==> config.mk <==
export PLATFORM = sky130hd
export DESIGN_NAME = lfc_top
export DESIGN_NICKNAME = d
export VERILOG_FILES = /design/src/lfc_pkg.sv /design/src/lfc_top.sv /design/src/lfc_deglitch.sv /design/src/lfc_ramp.sv
export VERILOG_INCLUDE_DIRS = /design/src /design/src/src
export SDC_FILE = /design/constraint.sdc
export NUM_CORES = 1
export LEC_CHECK = 0
export CAP_MARGIN = 25
export CORE_MARGIN = 8
export CORE_UTILIZATION = 58
export CTS_CLUSTER_SIZE = 40
export DETAILED_ROUTE_END_ITERATION = 10
export DONT_BUFFER_PORTS = 1
export HOLD_SLACK_MARGIN = 0.12
export PLACE_DENSITY = 0.76
export RECOVER_POWER = 25
export SLEW_MARGIN = 10
export SYNTH_ARGS = -nofsm -noshare
export SYNTH_HDL_FRONTEND = slang
export SYNTH_SLANG_ARGS = --single-unit
==> constraint.sdc <==
create_clock -name i_core_clk -period 2.9 [get_ports i_core_clk]
set_input_delay 0.145 -clock i_core_clk [delete_from_list [all_inputs] [get_ports i_core_clk]]
set_output_delay 0.145 -clock i_core_clk [all_outputs]
set_load 0.02 [all_outputs]
==> src/lfc_regs.svh <==
`ifndef LFC_REGS_SVH
`define LFC_REGS_SVH

// Register addresses
`define LFC_ADDR_EN        8'h01
`define LFC_ADDR_MODE      8'h02
`define LFC_ADDR_VFLT      8'h15
`define LFC_ADDR_TFLT      8'h16
// Enable register fields and reset
`define LFC_EN_RAIL_BIT    4
`define LFC_EN_SWRST_BIT   7
`define LFC_EN_WMASK       8'h1F
`define LFC_EN_RST         8'h00
`define LFC_MODE_RST       8'h00
`define LFC_FLT_RST        8'h00
// Voltage fault fields
`define LFC_VF_UVLO_BIT    7
`define LFC_VF_OSHORT_BIT  6
// Thermal fault fields
`define LFC_TF_TSD_BIT     0
`define LFC_TF_TSB_BIT     1
// Output mode field codes
`define LFC_MODE_OFF       2'h0
`define LFC_MODE_IR        2'h1
`define LFC_MODE_TORCH     2'h2
`define LFC_MODE_FLASH     2'h3
// Timing
`define LFC_CLK_MHZ        40
`define LFC_LED_DGL_NS     256000
`define LFC_OUT_DGL_NS     2048000
`define LFC_LED_DGL_CYC    ((`LFC_LED_DGL_NS * `LFC_CLK_MHZ + 999) / 1000)
`define LFC_OUT_DGL_CYC    ((`LFC_OUT_DGL_NS * `LFC_CLK_MHZ + 999) / 1000)
`define LFC_OVP_EDGES      2'h3
`endif

==> src/lfc_pkg.sv <==
package lfc_pkg;
  // Two-bit output mode field
  typedef logic [1:0] lfc_mode_t;
  // Current source level code
  typedef logic [7:0] lfc_level_t;
endpackage

==> src/lfc_top.sv <==
`timescale 1ns/10ps
`include "lfc_regs.svh"
module lfc_top import lfc_pkg::*; #(
  parameter int NUM_OUT     = 4,
  parameter int LED_DGL_CYC = `LFC_LED_DGL_CYC,
  parameter int OUT_DGL_CYC = `LFC_OUT_DGL_CYC
) (
  input  wire logic                 i_core_clk,
  input  wire logic                 i_resetn,
  // Chip enable pin
  input  wire logic                 i_chip_en,
  // Register access from the serial interface engine
  input  wire logic                 i_reg_wr,
  input  wire logic                 i_reg_rd,
  input  wire logic [7:0]           i_reg_addr,
  input  wire logic [7:0]           i_reg_wdata,
  output logic [7:0]                o_reg_rdata,
  // Supply comparators
  input  wire logic                 i_uvlo_trip,
  input  wire logic                 i_vin_ok,
  // Short, overvoltage and thermal comparators
  input  wire logic [NUM_OUT-1:0]   i_led_short,
  input  wire logic                 i_out_short,
  input  wire logic                 i_ovp_edge,
  input  wire logic                 i_tsd,
  input  wire logic                 i_tsb,
  input  wire logic                 i_tsb_shutdown,
  // Thermistor channels and assignment
  input  wire logic [1:0]           i_ntc_trip,
  input  wire logic [1:0]           i_ntc_open,
  input  wire logic [1:0]           i_ntc_short,
  input  wire logic [1:0]           i_ntc_shutdown,
  input  wire logic [NUM_OUT-1:0]   i_ntc_assign,
  // Timer and non-clearing events
  input  wire logic [NUM_OUT-1:0]   i_flash_timeout,
  input  wire logic                 i_icl,
  input  wire logic                 i_tx,
  input  wire logic                 i_ivfm,
  // Strobe and torch pins with configuration
  input  wire logic [1:0]           i_strobe,
  input  wire logic [NUM_OUT-1:0]   i_str_en,
  input  wire logic [NUM_OUT-1:0]   i_str_sel,
  input  wire logic                 i_torch_pin,
  input  wire logic                 i_torch_pin_en,
  // Brightness targets and ramp settings
  input  wire logic [NUM_OUT*8-1:0] i_flash_tgt,
  input  wire logic [NUM_OUT*8-1:0] i_torch_tgt,
  input  wire logic [7:0]           i_torch_ramp_div,
  input  wire logic                 i_ir_no_ramp,
  // Analog side controls
  output logic [NUM_OUT*8-1:0]      o_level,
  output logic                      o_boost_en,
  output logic                      o_standby
);

  ////////////////////////////////////////////////////////////////////////
  // Parameter checks

  generate
    if (NUM_OUT != 4) begin : g_chk_out
      $error("register layout serves exactly four outputs");
    end
    if (LED_DGL_CYC < 2 || OUT_DGL_CYC < 2) begin : g_chk_dgl
      $error("deglitch counts too short");
    end
  endgenerate

  ////////////////////////////////////////////////////////////////////////
  // Declarations

  logic [7:0]         en_ff;
  logic [7:0]         mode_ff;
  logic [7:0]         vflt_ff;
  logic [7:0]         tflt_ff;
  logic [7:0]         rdata_ff;
  logic [1:0]         ovp_cnt_ff;
  logic [7:0]         div_cnt_ff;
  logic               boost_ff;
  logic               standby_ff;
  logic [7:0]         nxt_en;
  logic [7:0]         nxt_mode;
  logic [7:0]         nxt_vflt;
  logic [7:0]         nxt_tflt;
  logic [7:0]         nxt_rdata;
  logic [1:0]         nxt_ovp_cnt;
  logic [7:0]         nxt_div_cnt;
  logic [NUM_OUT-1:0] led_hit;
  logic [NUM_OUT-1:0] src_on;
  logic [NUM_OUT-1:0] torch_run;
  logic [NUM_OUT-1:0] short_arm;
  logic [NUM_OUT-1:0] ir_arm;
  logic [NUM_OUT-1:0] fto_hit;
  logic [NUM_OUT-1:0] ntc_clr;
  logic               out_hit;

  ////////////////////////////////////////////////////////////////////////
  // Register access decode

  wire wr_en    = i_reg_wr & (i_reg_addr == `LFC_ADDR_EN);
  wire wr_mode  = i_reg_wr & (i_reg_addr == `LFC_ADDR_MODE);
  wire rd_vflt  = i_reg_rd & (i_reg_addr == `LFC_ADDR_VFLT);
  wire rd_tflt  = i_reg_rd & (i_reg_addr == `LFC_ADDR_TFLT);
  wire sw_rst   = wr_en & i_reg_wdata[`LFC_EN_SWRST_BIT];
  wire any_flag = (|vflt_ff) | (|tflt_ff);

  // Restart refused while flagged or supply not recovered
  wire lock     = any_flag | ~i_vin_ok;

  ////////////////////////////////////////////////////////////////////////
  // Ramp rate divider for torch

  wire div_end  = (div_cnt_ff >= i_torch_ramp_div);
  wire tstep    = div_end;

  // Wraps at the programmed ramp period
  assign nxt_div_cnt = div_end ? 8'h00 : div_cnt_ff + 8'h01;

  ////////////////////////////////////////////////////////////////////////
  // Per-output mode decode, ramp and short deglitch

  wire pin_torch = i_torch_pin_en & i_torch_pin;

  genvar gi;
  generate
    for (gi = 0; gi < NUM_OUT; gi++) begin : g_out
      lfc_mode_t md;
      logic      str_lvl;
      logic      flash_run;
      logic      ir_run;
      logic      output_enable_bits;

      assign md      = mode_ff[2*gi+1:2*gi];
      assign output_enable_bits   = en_ff[gi];
      assign str_lvl = i_str_sel[gi] ? i_strobe[1] : i_strobe[0];

      // Torch by mode code or by the enabled torch pin
      assign torch_run[gi] = output_enable_bits &
        ((md == `LFC_MODE_TORCH) | pin_torch);
      // Flash runs from register or while its strobe is high
      assign flash_run = output_enable_bits & ~torch_run[gi] &
        (md == `LFC_MODE_FLASH) & (~i_str_en[gi] | str_lvl);
      // IR pulses follow the strobe level alone
      assign ir_arm[gi] = output_enable_bits & (md == `LFC_MODE_IR);
      assign ir_run     = ir_arm[gi] & ~pin_torch & str_lvl;
      assign src_on[gi] = torch_run[gi] | flash_run | ir_run;
      // Short detection only counts in torch or flash
      assign short_arm[gi] = torch_run[gi] | flash_run;
      // Timeout only matters to flash outputs, never torch
      assign fto_hit[gi] = i_flash_timeout[gi] &
        (md == `LFC_MODE_FLASH) & ~torch_run[gi];
      // Thermistor faults hit outputs of their channel
      assign ntc_clr[gi] = i_ntc_assign[gi] ?
        ((i_ntc_trip[1] & i_ntc_shutdown[1]) | i_ntc_open[1] |
         i_ntc_short[1]) :
        ((i_ntc_trip[0] & i_ntc_shutdown[0]) | i_ntc_open[0] |
         i_ntc_short[0]);

      lfc_deglitch #(
        .CYC (LED_DGL_CYC)
      ) u_led_dgl (
        .i_core_clk (i_core_clk),
        .i_resetn   (i_resetn),
        .i_arm      (short_arm[gi]),
        .i_cond     (i_led_short[gi]),
        .o_valid_ff (led_hit[gi])
      );

      // Torch target and torch rate; flash and IR use flash level
      lfc_ramp u_ramp (
        .i_core_clk (i_core_clk),
        .i_resetn   (i_resetn),
        .i_on       (src_on[gi] & ~lock),
        .i_step     (torch_run[gi] ? tstep : 1'b1),
        .i_jump     (ir_run & i_ir_no_ramp),
        .i_target   (torch_run[gi] ? i_torch_tgt[8*gi+7:8*gi] :
                     i_flash_tgt[8*gi+7:8*gi]),
        .o_level_ff (o_level[8*gi+7:8*gi])
      );
    end
  endgenerate

  ////////////////////////////////////////////////////////////////////////
  // Boost output short deglitch

  lfc_deglitch #(
    .CYC (OUT_DGL_CYC)
  ) u_out_dgl (
    .i_core_clk (i_core_clk),
    .i_resetn   (i_resetn),
    .i_arm      (|src_on),
    .i_cond     (i_out_short),
    .o_valid_ff (out_hit)
  );

  ////////////////////////////////////////////////////////////////////////
  // Overvoltage edge counting

  // Third rising edge while driving is a real fault
  wire ovp_hit = i_ovp_edge & (ovp_cnt_ff == (`LFC_OVP_EDGES - 2'h1));

  assign nxt_ovp_cnt = (~(|src_on) | sw_rst) ? 2'h0 :
                       (i_ovp_edge & ~ovp_hit) ? ovp_cnt_ff + 2'h1 :
                       ovp_cnt_ff;

  ////////////////////////////////////////////////////////////////////////
  // Fault to enable clearing matrix

  // Current limit, transmit and low-battery events clear nothing
  wire no_clr_evt = i_icl | i_tx | i_ivfm;
  wire tsb_sd     = i_tsb & i_tsb_shutdown;
  wire glob_flt   = out_hit | ovp_hit | i_uvlo_trip | i_tsd;
  // Register-started flash timeout clears every output
  wire fto_all    = |(fto_hit & ~i_str_en);
  // Strobe flash keeps enables; a timeout hits its own output
  wire [NUM_OUT-1:0] fto_own = fto_hit & i_str_en;

  wire [NUM_OUT-1:0] clr_dx =
    {NUM_OUT{glob_flt | tsb_sd | fto_all | ~i_chip_en}} |
    led_hit | fto_own | ntc_clr;
  wire clr_rail = glob_flt | tsb_sd | ~i_chip_en;

  ////////////////////////////////////////////////////////////////////////
  // Enable register next value

  // While locked, a write may only drop bits, never raise them
  wire [7:0] en_wr = lock ? (en_ff & i_reg_wdata) :
                     (i_reg_wdata & `LFC_EN_WMASK);
  wire [7:0] en_base = wr_en ? en_wr : en_ff;
  wire [7:0] en_keep = {3'h0, ~clr_rail, ~clr_dx};

  assign nxt_en = (sw_rst | no_clr_evt & 1'b0) ? `LFC_EN_RST :
                  (en_base & en_keep);

  ////////////////////////////////////////////////////////////////////////
  // Mode register next value

  // Writes ignored while any fault flag stands
  assign nxt_mode = sw_rst ? `LFC_MODE_RST :
                    (wr_mode & ~any_flag) ? i_reg_wdata : mode_ff;

  ////////////////////////////////////////////////////////////////////////
  // Voltage fault flags, set wins over clear

  wire       vf_clr  = rd_vflt | sw_rst;
  wire       led_clr = vf_clr | ~i_chip_en;
  wire [7:0] vf_set;
  wire [7:0] vf_keep;

  assign vf_set[`LFC_VF_UVLO_BIT]   = i_uvlo_trip;
  assign vf_set[`LFC_VF_OSHORT_BIT] = out_hit | ovp_hit;
  assign vf_set[5:4]                = 2'h0;
  assign vf_set[3:0]                = led_hit;
  assign vf_keep = {~vf_clr, ~vf_clr, 2'h0, {4{~led_clr}}};

  assign nxt_vflt = (vflt_ff & vf_keep) | vf_set;

  ////////////////////////////////////////////////////////////////////////
  // Thermal fault flags, set wins over clear

  wire       tf_clr = rd_tflt | sw_rst;
  wire [7:0] tf_set;

  assign tf_set[`LFC_TF_TSD_BIT] = i_tsd;
  assign tf_set[`LFC_TF_TSB_BIT] = tsb_sd;
  assign tf_set[3:2]             = 2'h0;
  assign tf_set[5:4]             = i_ntc_open;
  assign tf_set[7:6]             = i_ntc_short;

  assign nxt_tflt = (tf_clr ? `LFC_FLT_RST : tflt_ff) | tf_set;

  ////////////////////////////////////////////////////////////////////////
  // Read data selection

  assign nxt_rdata =
    (i_reg_addr == `LFC_ADDR_EN)   ? en_ff   :
    (i_reg_addr == `LFC_ADDR_MODE) ? mode_ff :
    (i_reg_addr == `LFC_ADDR_VFLT) ? vflt_ff :
    (i_reg_addr == `LFC_ADDR_TFLT) ? tflt_ff : 8'h00;

  ////////////////////////////////////////////////////////////////////////
  // Boost and standby status

  wire nxt_boost   = ~lock & ((|src_on) | (|ir_arm) |
                     en_ff[`LFC_EN_RAIL_BIT]);
  wire nxt_standby = lock | (nxt_en[4:0] == 5'h00);

  ////////////////////////////////////////////////////////////////////////
  // Control and flag registers

  always_ff @(posedge i_core_clk or negedge i_resetn) begin
    if (!i_resetn) begin
      en_ff   <= `LFC_EN_RST;
      mode_ff <= `LFC_MODE_RST;
      vflt_ff <= `LFC_FLT_RST;
      tflt_ff <= `LFC_FLT_RST;
    end else begin
      en_ff   <= nxt_en;
      mode_ff <= nxt_mode;
      vflt_ff <= nxt_vflt;
      tflt_ff <= nxt_tflt;
    end
  end

  // Read data captured on a read strobe
  always_ff @(posedge i_core_clk or negedge i_resetn) begin
    if (!i_resetn) begin
      rdata_ff <= 8'h00;
    end else if (i_reg_rd) begin
      rdata_ff <= nxt_rdata;
    end
  end

  // Counters and status outputs
  always_ff @(posedge i_core_clk or negedge i_resetn) begin
    if (!i_resetn) begin
      ovp_cnt_ff <= 2'h0;
      div_cnt_ff <= 8'h00;
      boost_ff   <= 1'b0;
      standby_ff <= 1'b1;
    end else begin
      ovp_cnt_ff <= nxt_ovp_cnt;
      div_cnt_ff <= nxt_div_cnt;
      boost_ff   <= nxt_boost;
      standby_ff <= nxt_standby;
    end
  end

  ////////////////////////////////////////////////////////////////////////
  // Outputs

  assign o_reg_rdata = rdata_ff;
  assign o_boost_en  = boost_ff;
  assign o_standby   = standby_ff;

endmodule

==> src/lfc_deglitch.sv <==
`timescale 1ns/10ps
module lfc_deglitch #(
  parameter int CYC = 16
) (
  input  wire logic i_core_clk,
  input  wire logic i_resetn,
  input  wire logic i_arm,
  input  wire logic i_cond,
  output logic      o_valid_ff
);
  localparam int W = $clog2(CYC + 1);
  logic [W-1:0] cnt_ff;
  logic [W-1:0] nxt_cnt;
  wire          run = i_arm & i_cond;
  wire          done = (cnt_ff == W'(CYC - 1));

  generate
    if (CYC < 2) begin : g_chk
      $error("deglitch length too short");
    end
  endgenerate

  // Count while the condition holds, restart when it drops
  assign nxt_cnt = !run ? '0 : (done ? cnt_ff : cnt_ff + W'(1));

  // Valid only after the full interval has passed
  always_ff @(posedge i_core_clk or negedge i_resetn) begin
    if (!i_resetn) begin
      cnt_ff     <= '0;
      o_valid_ff <= 1'b0;
    end else begin
      cnt_ff     <= nxt_cnt;
      o_valid_ff <= run & done;
    end
  end
endmodule

==> src/lfc_ramp.sv <==
`timescale 1ns/10ps
module lfc_ramp import lfc_pkg::*; (
  input  wire logic       i_core_clk,
  input  wire logic       i_resetn,
  input  wire logic       i_on,
  input  wire logic       i_step,
  input  wire logic       i_jump,
  input  wire lfc_level_t i_target,
  output lfc_level_t      o_level_ff
);
  lfc_level_t nxt_level;
  wire        below = (o_level_ff < i_target);

  // Off drops to zero; on climbs one level per step, or jumps
  assign nxt_level = !i_on ? 8'h00 :
                     i_jump ? i_target :
                     (below && i_step) ? o_level_ff + 8'h01 :
                     below ? o_level_ff : i_target;

  always_ff @(posedge i_core_clk or negedge i_resetn) begin
    if (!i_resetn) begin
      o_level_ff <= 8'h00;
    end else begin
      o_level_ff <= nxt_level;
    end
  end
endmodule

==> impl_metrics.yaml <==
worst_setup_path:
  arrival_ps: 3380
  cp_max_fo: 6
  critPathLaunchType: "flop"
  r2r_cells: 13
  cp.required_ps: 3280
  r2r-end: "g_out[1].u_ramp.o_level_ff[3]$_DFFE_PN0P_"
  r2r_slack_ps: -110
  critPathKind: "flop to flop"
  end_kind: "flop"
  r2r_start: "mode_ff[3]$_DFFE_PN0P_"
logic_synthesis:
  synth_ff_type: "dfrtp_1"
  synth_area_per_cell_um2: 9.41
  yosysTopAreaCell: "dfrtp_1"
  ys_seq_area_frac: 0.406
  synthArstFlopShare: 1.00
  ys_warn_count: 0
  synth.distinct_cells: 80
  synth_seq_cells: 155
  synth_area_leaders: "dfrtp_1, ha_1, mux2i_1"
  synth-edff-count: 0
  netlist_area_um2: 9560
  synth_top_area_frac: 0.403
  synth_nets: 1199
  synth_cells: 1016
floorplan:
  core-area_um2: 16300
  io_pins: 178
  start_util: 0.585
  dieArea_um2: 20900
  rows: 47
  die_h_um: 144
  die_w_um: 144
timing:
  finalWorstSetupSlack_ps: -105
  hold_violations: 155
  fmax_mhz: 333
  hold_ws_ps: -581
  relSlewSlack: 0.436
  setup_viol: 8
  max_slew.worst_pin.slew_ps: 841
  drv_slew: 0
  post-route-period-util: 1.04
  skew_ps: 12.3
  layout_min_cycle_time_ps: 3010
  tns_ps: -419
  rsz0062_at_grt: "yes"
flow_run:
  drv_cap: 0
routing:
  drtAntennaViolNets: 0
  route.detailed.wl_per_inst_um: 21.0
  drc: 0
  drt_wl_total_um: 29100
  drtIter0Drc: 755
  via_per_inst: 6.26
  routed-via-count: 8674
  dr.pass1.iters: 5
cts:
  cts_tree: "done"
  cts_made_buffers: 17
  clockBufferDepth: 2
  htree_levels: 4
  path_clk_slew_ps: 70
  cts_root_buf: "clkbuf_16"
  clock_latency_ps: 430
  cts.sinks: 155
cells_and_area:
  syn2layout_area_growth_pct: 25.9
  final_area_um2: 12000
  nets: 1335
  drive_gt1_frac: 0.155
  final_cells: 1386
global_routing:
  first_global_vias: 8390
  grt_overflow: 0
  grt_usage: 0.266
  grt_max_degree: 156
  grt_pass1_wl_um: 43600
  antenna_found_initial: 1
placed_design:
  io_buffers: 0
  dp.final_hpwl_um: 18700
  preCtsSetupSlack_ps: -67.9
  dpl.cell_count: 1253
  gp_congestion: 0.854
  placedInstanceArea_um2: 10100
power:
  power.density_nw_per_um2: 415
  power_leakage_nw: 5.41
  vdd_ir_drop_max_mv: 0.403
worst_hold_path:
  min_path_type: "input port to async pin"
run_status:
  status: "finished with violations"
  violations: "hold timing, setup timing"
==> registers in the layout, indices dropped and copies added (netlist names) <==
signal                      flops
vflt_ff                         6
en_ff                           5
g_out.u_led_dgl.o_valid_ff      4
o_boost_en                      1
u_out_dgl.o_valid_ff            1
mode_ff                         8
ovp_cnt_ff                      2
o_standby                       1
g_out.u_ramp.o_level_ff        32
g_out.u_led_dgl.cnt_ff         56
u_out_dgl.cnt_ff               17
tflt_ff                         6
o_reg_rdata                     8
div_cnt_ff                      8
==> worst max path at each step <==
stage | end | start | slack [ps] | depth (start not counted)
after CTS | g_out[1].u_ramp.o_level_ff[3]$_DFFE_PN0P_ | mode_ff[3]$_DFFE_PN0P_ | -20 | 13
after global routing | g_out[1].u_ramp.o_level_ff[3]$_DFFE_PN0P_ | mode_ff[3]$_DFFE_PN0P_ | -260 | 13
after detailed placement | g_out[1].u_ramp.o_level_ff[7]$_DFFE_PN0P_ | mode_ff[3]$_DFFE_PN0P_ | -70 | 12
after global placement | g_out[2].u_ramp.o_level_ff[2]$_DFFE_PN0P_ | mode_ff[5]$_DFFE_PN0P_ | -40 | 12
after floorplan | g_out[3].u_ramp.o_level_ff[3]$_DFFE_PN0P_ | mode_ff[6]$_DFFE_PN0P_ | 20 | 12
final | g_out[1].u_ramp.o_level_ff[3]$_DFFE_PN0P_ | mode_ff[3]$_DFFE_PN0P_ | -110 | 13
==> cell usage after synthesis, types with 3 or more instances <==
cell type	count
clkbuf_1	16
a22o_1	6
a2111oi_0	5
dfrtp_1	154
and3_1	30
xnor2_1	27
o22ai_1	5
o2111ai_1	4
a211oi_1	12
a221oi_1	4
xor2_1	41
a21o_1	21
o21a_1	6
o41ai_2	3
nand2_1	84
inv_1	26
nand4_1	16
nand2b_1	8
or3_1	9
nor3_1	23
ha_1	47
or3b_1	4
a211o_1	3
mux2_2	9
and2_1	12
mux2i_1	51
o21ai_0	23
a22oi_1	10
buf_2	8
o2bb2ai_1	5
and4_1	6
nor4_1	11
nor4b_2	3
o211ai_1	4
nor2b_1	17
nor3b_1	6
nand3b_1	5
nand3_1	57
o21ai_1	18
a31oi_1	10
nor2_1	128
a21oi_1	29
buf_6	3
==> critical path, stage by stage (launching register included) <==
cell and delay (ps):
dfrtp_1 390, nor2b_4 130, o21ai_4 190, buf_6 160, mux2i_4 250, ha_4 250, a211oi_4 250, nand3b_1 130
mux2i_2 220, o41ai_4 140, buf_4 200, nor4_2 310, o21ai_1 110, a21bo_1 220
==> layout by cell type, fill, tap and decap left out, types with 27 or more instances in the layout <==
cell type and count:
xor2_1 41, nand2_1 83, and3_1 30, nor2_1 125, dlygate4sd3_1 85, dfrtp_1 154, buf_4 50, nand3_1 57
ha_1 44, xnor2_1 27, mux2i_1 34
==> routing by layer <==
layer	GRT usage	vias to the layer above	share of wire
li1	-	3966	-
met1	0.322	4221	0.39
met2	0.441	392	0.48
met3	0.0703	95	0.090
met4	0.107	0	0.040
met5	0	-	0
==> through the flow <==
| stage | utilization | hold WS, ps | total power [mW] |
|---|---|---|---|
| after floorplan | - | -151 | 2.55 |
| after global placement | 0.618 | -141 | 2.63 |
| after detailed placement | 0.618 | -143 | 2.65 |
| after CTS | 0.713 | -599 | 4.98 |
| after global routing | 0.736 | -602 | 5.18 |
| final | 0.736 | -581 | 5.00 |
==> cells by family after synthesis <==
group,count (synthesis),share of synthesized area
AND/OR/NAND/NOR,444,0.240
AO/OA/AOI/OAI,186,0.139
flip-flops,155,0.406
XOR/XNOR,68,0.0623
multiplexers,61,0.0656
buffers and inverters,55,0.0254
adder cells (fa/ha/maj),47,0.0615
==> power by group <==
group | internal [mW] | leakage [nW] | switching (mW)
Clock | 1.28 | 0.271 | 0.976
Combinational | 0.226 | 3.03 | 0.223
Sequential | 2.21 | 2.11 | 0.0797
==> repair_timing <==
item | 4_1_cts | 5_1_grt
resized for setup | 19 | 57
endpoints found under the setup margin | 14 | 32
hold buffers | 84 | 1
pin swaps | 8 | 18
cloned | 0 | 2
hold endpoints to repair | 234 | 156
buffers inserted | 4 | 10
==> area by class of cell <==
| class | count | area, um2 |
|---|---|---|
| clock inverters | 15 | 165 |
| clock buffers | 17 | 425 |
| repair buffers | 146 | 1390 |
| inverters | 26 | 97.6 |
| well taps | 220 | 275 |
| diodes | 1 | 2.50 |
| fillers | 1121 | 4310 |
| flip-flops and latches | 155 | 3880 |
| multi-input cells | 806 | 5800 |
(Power assumes the default switching activity.)
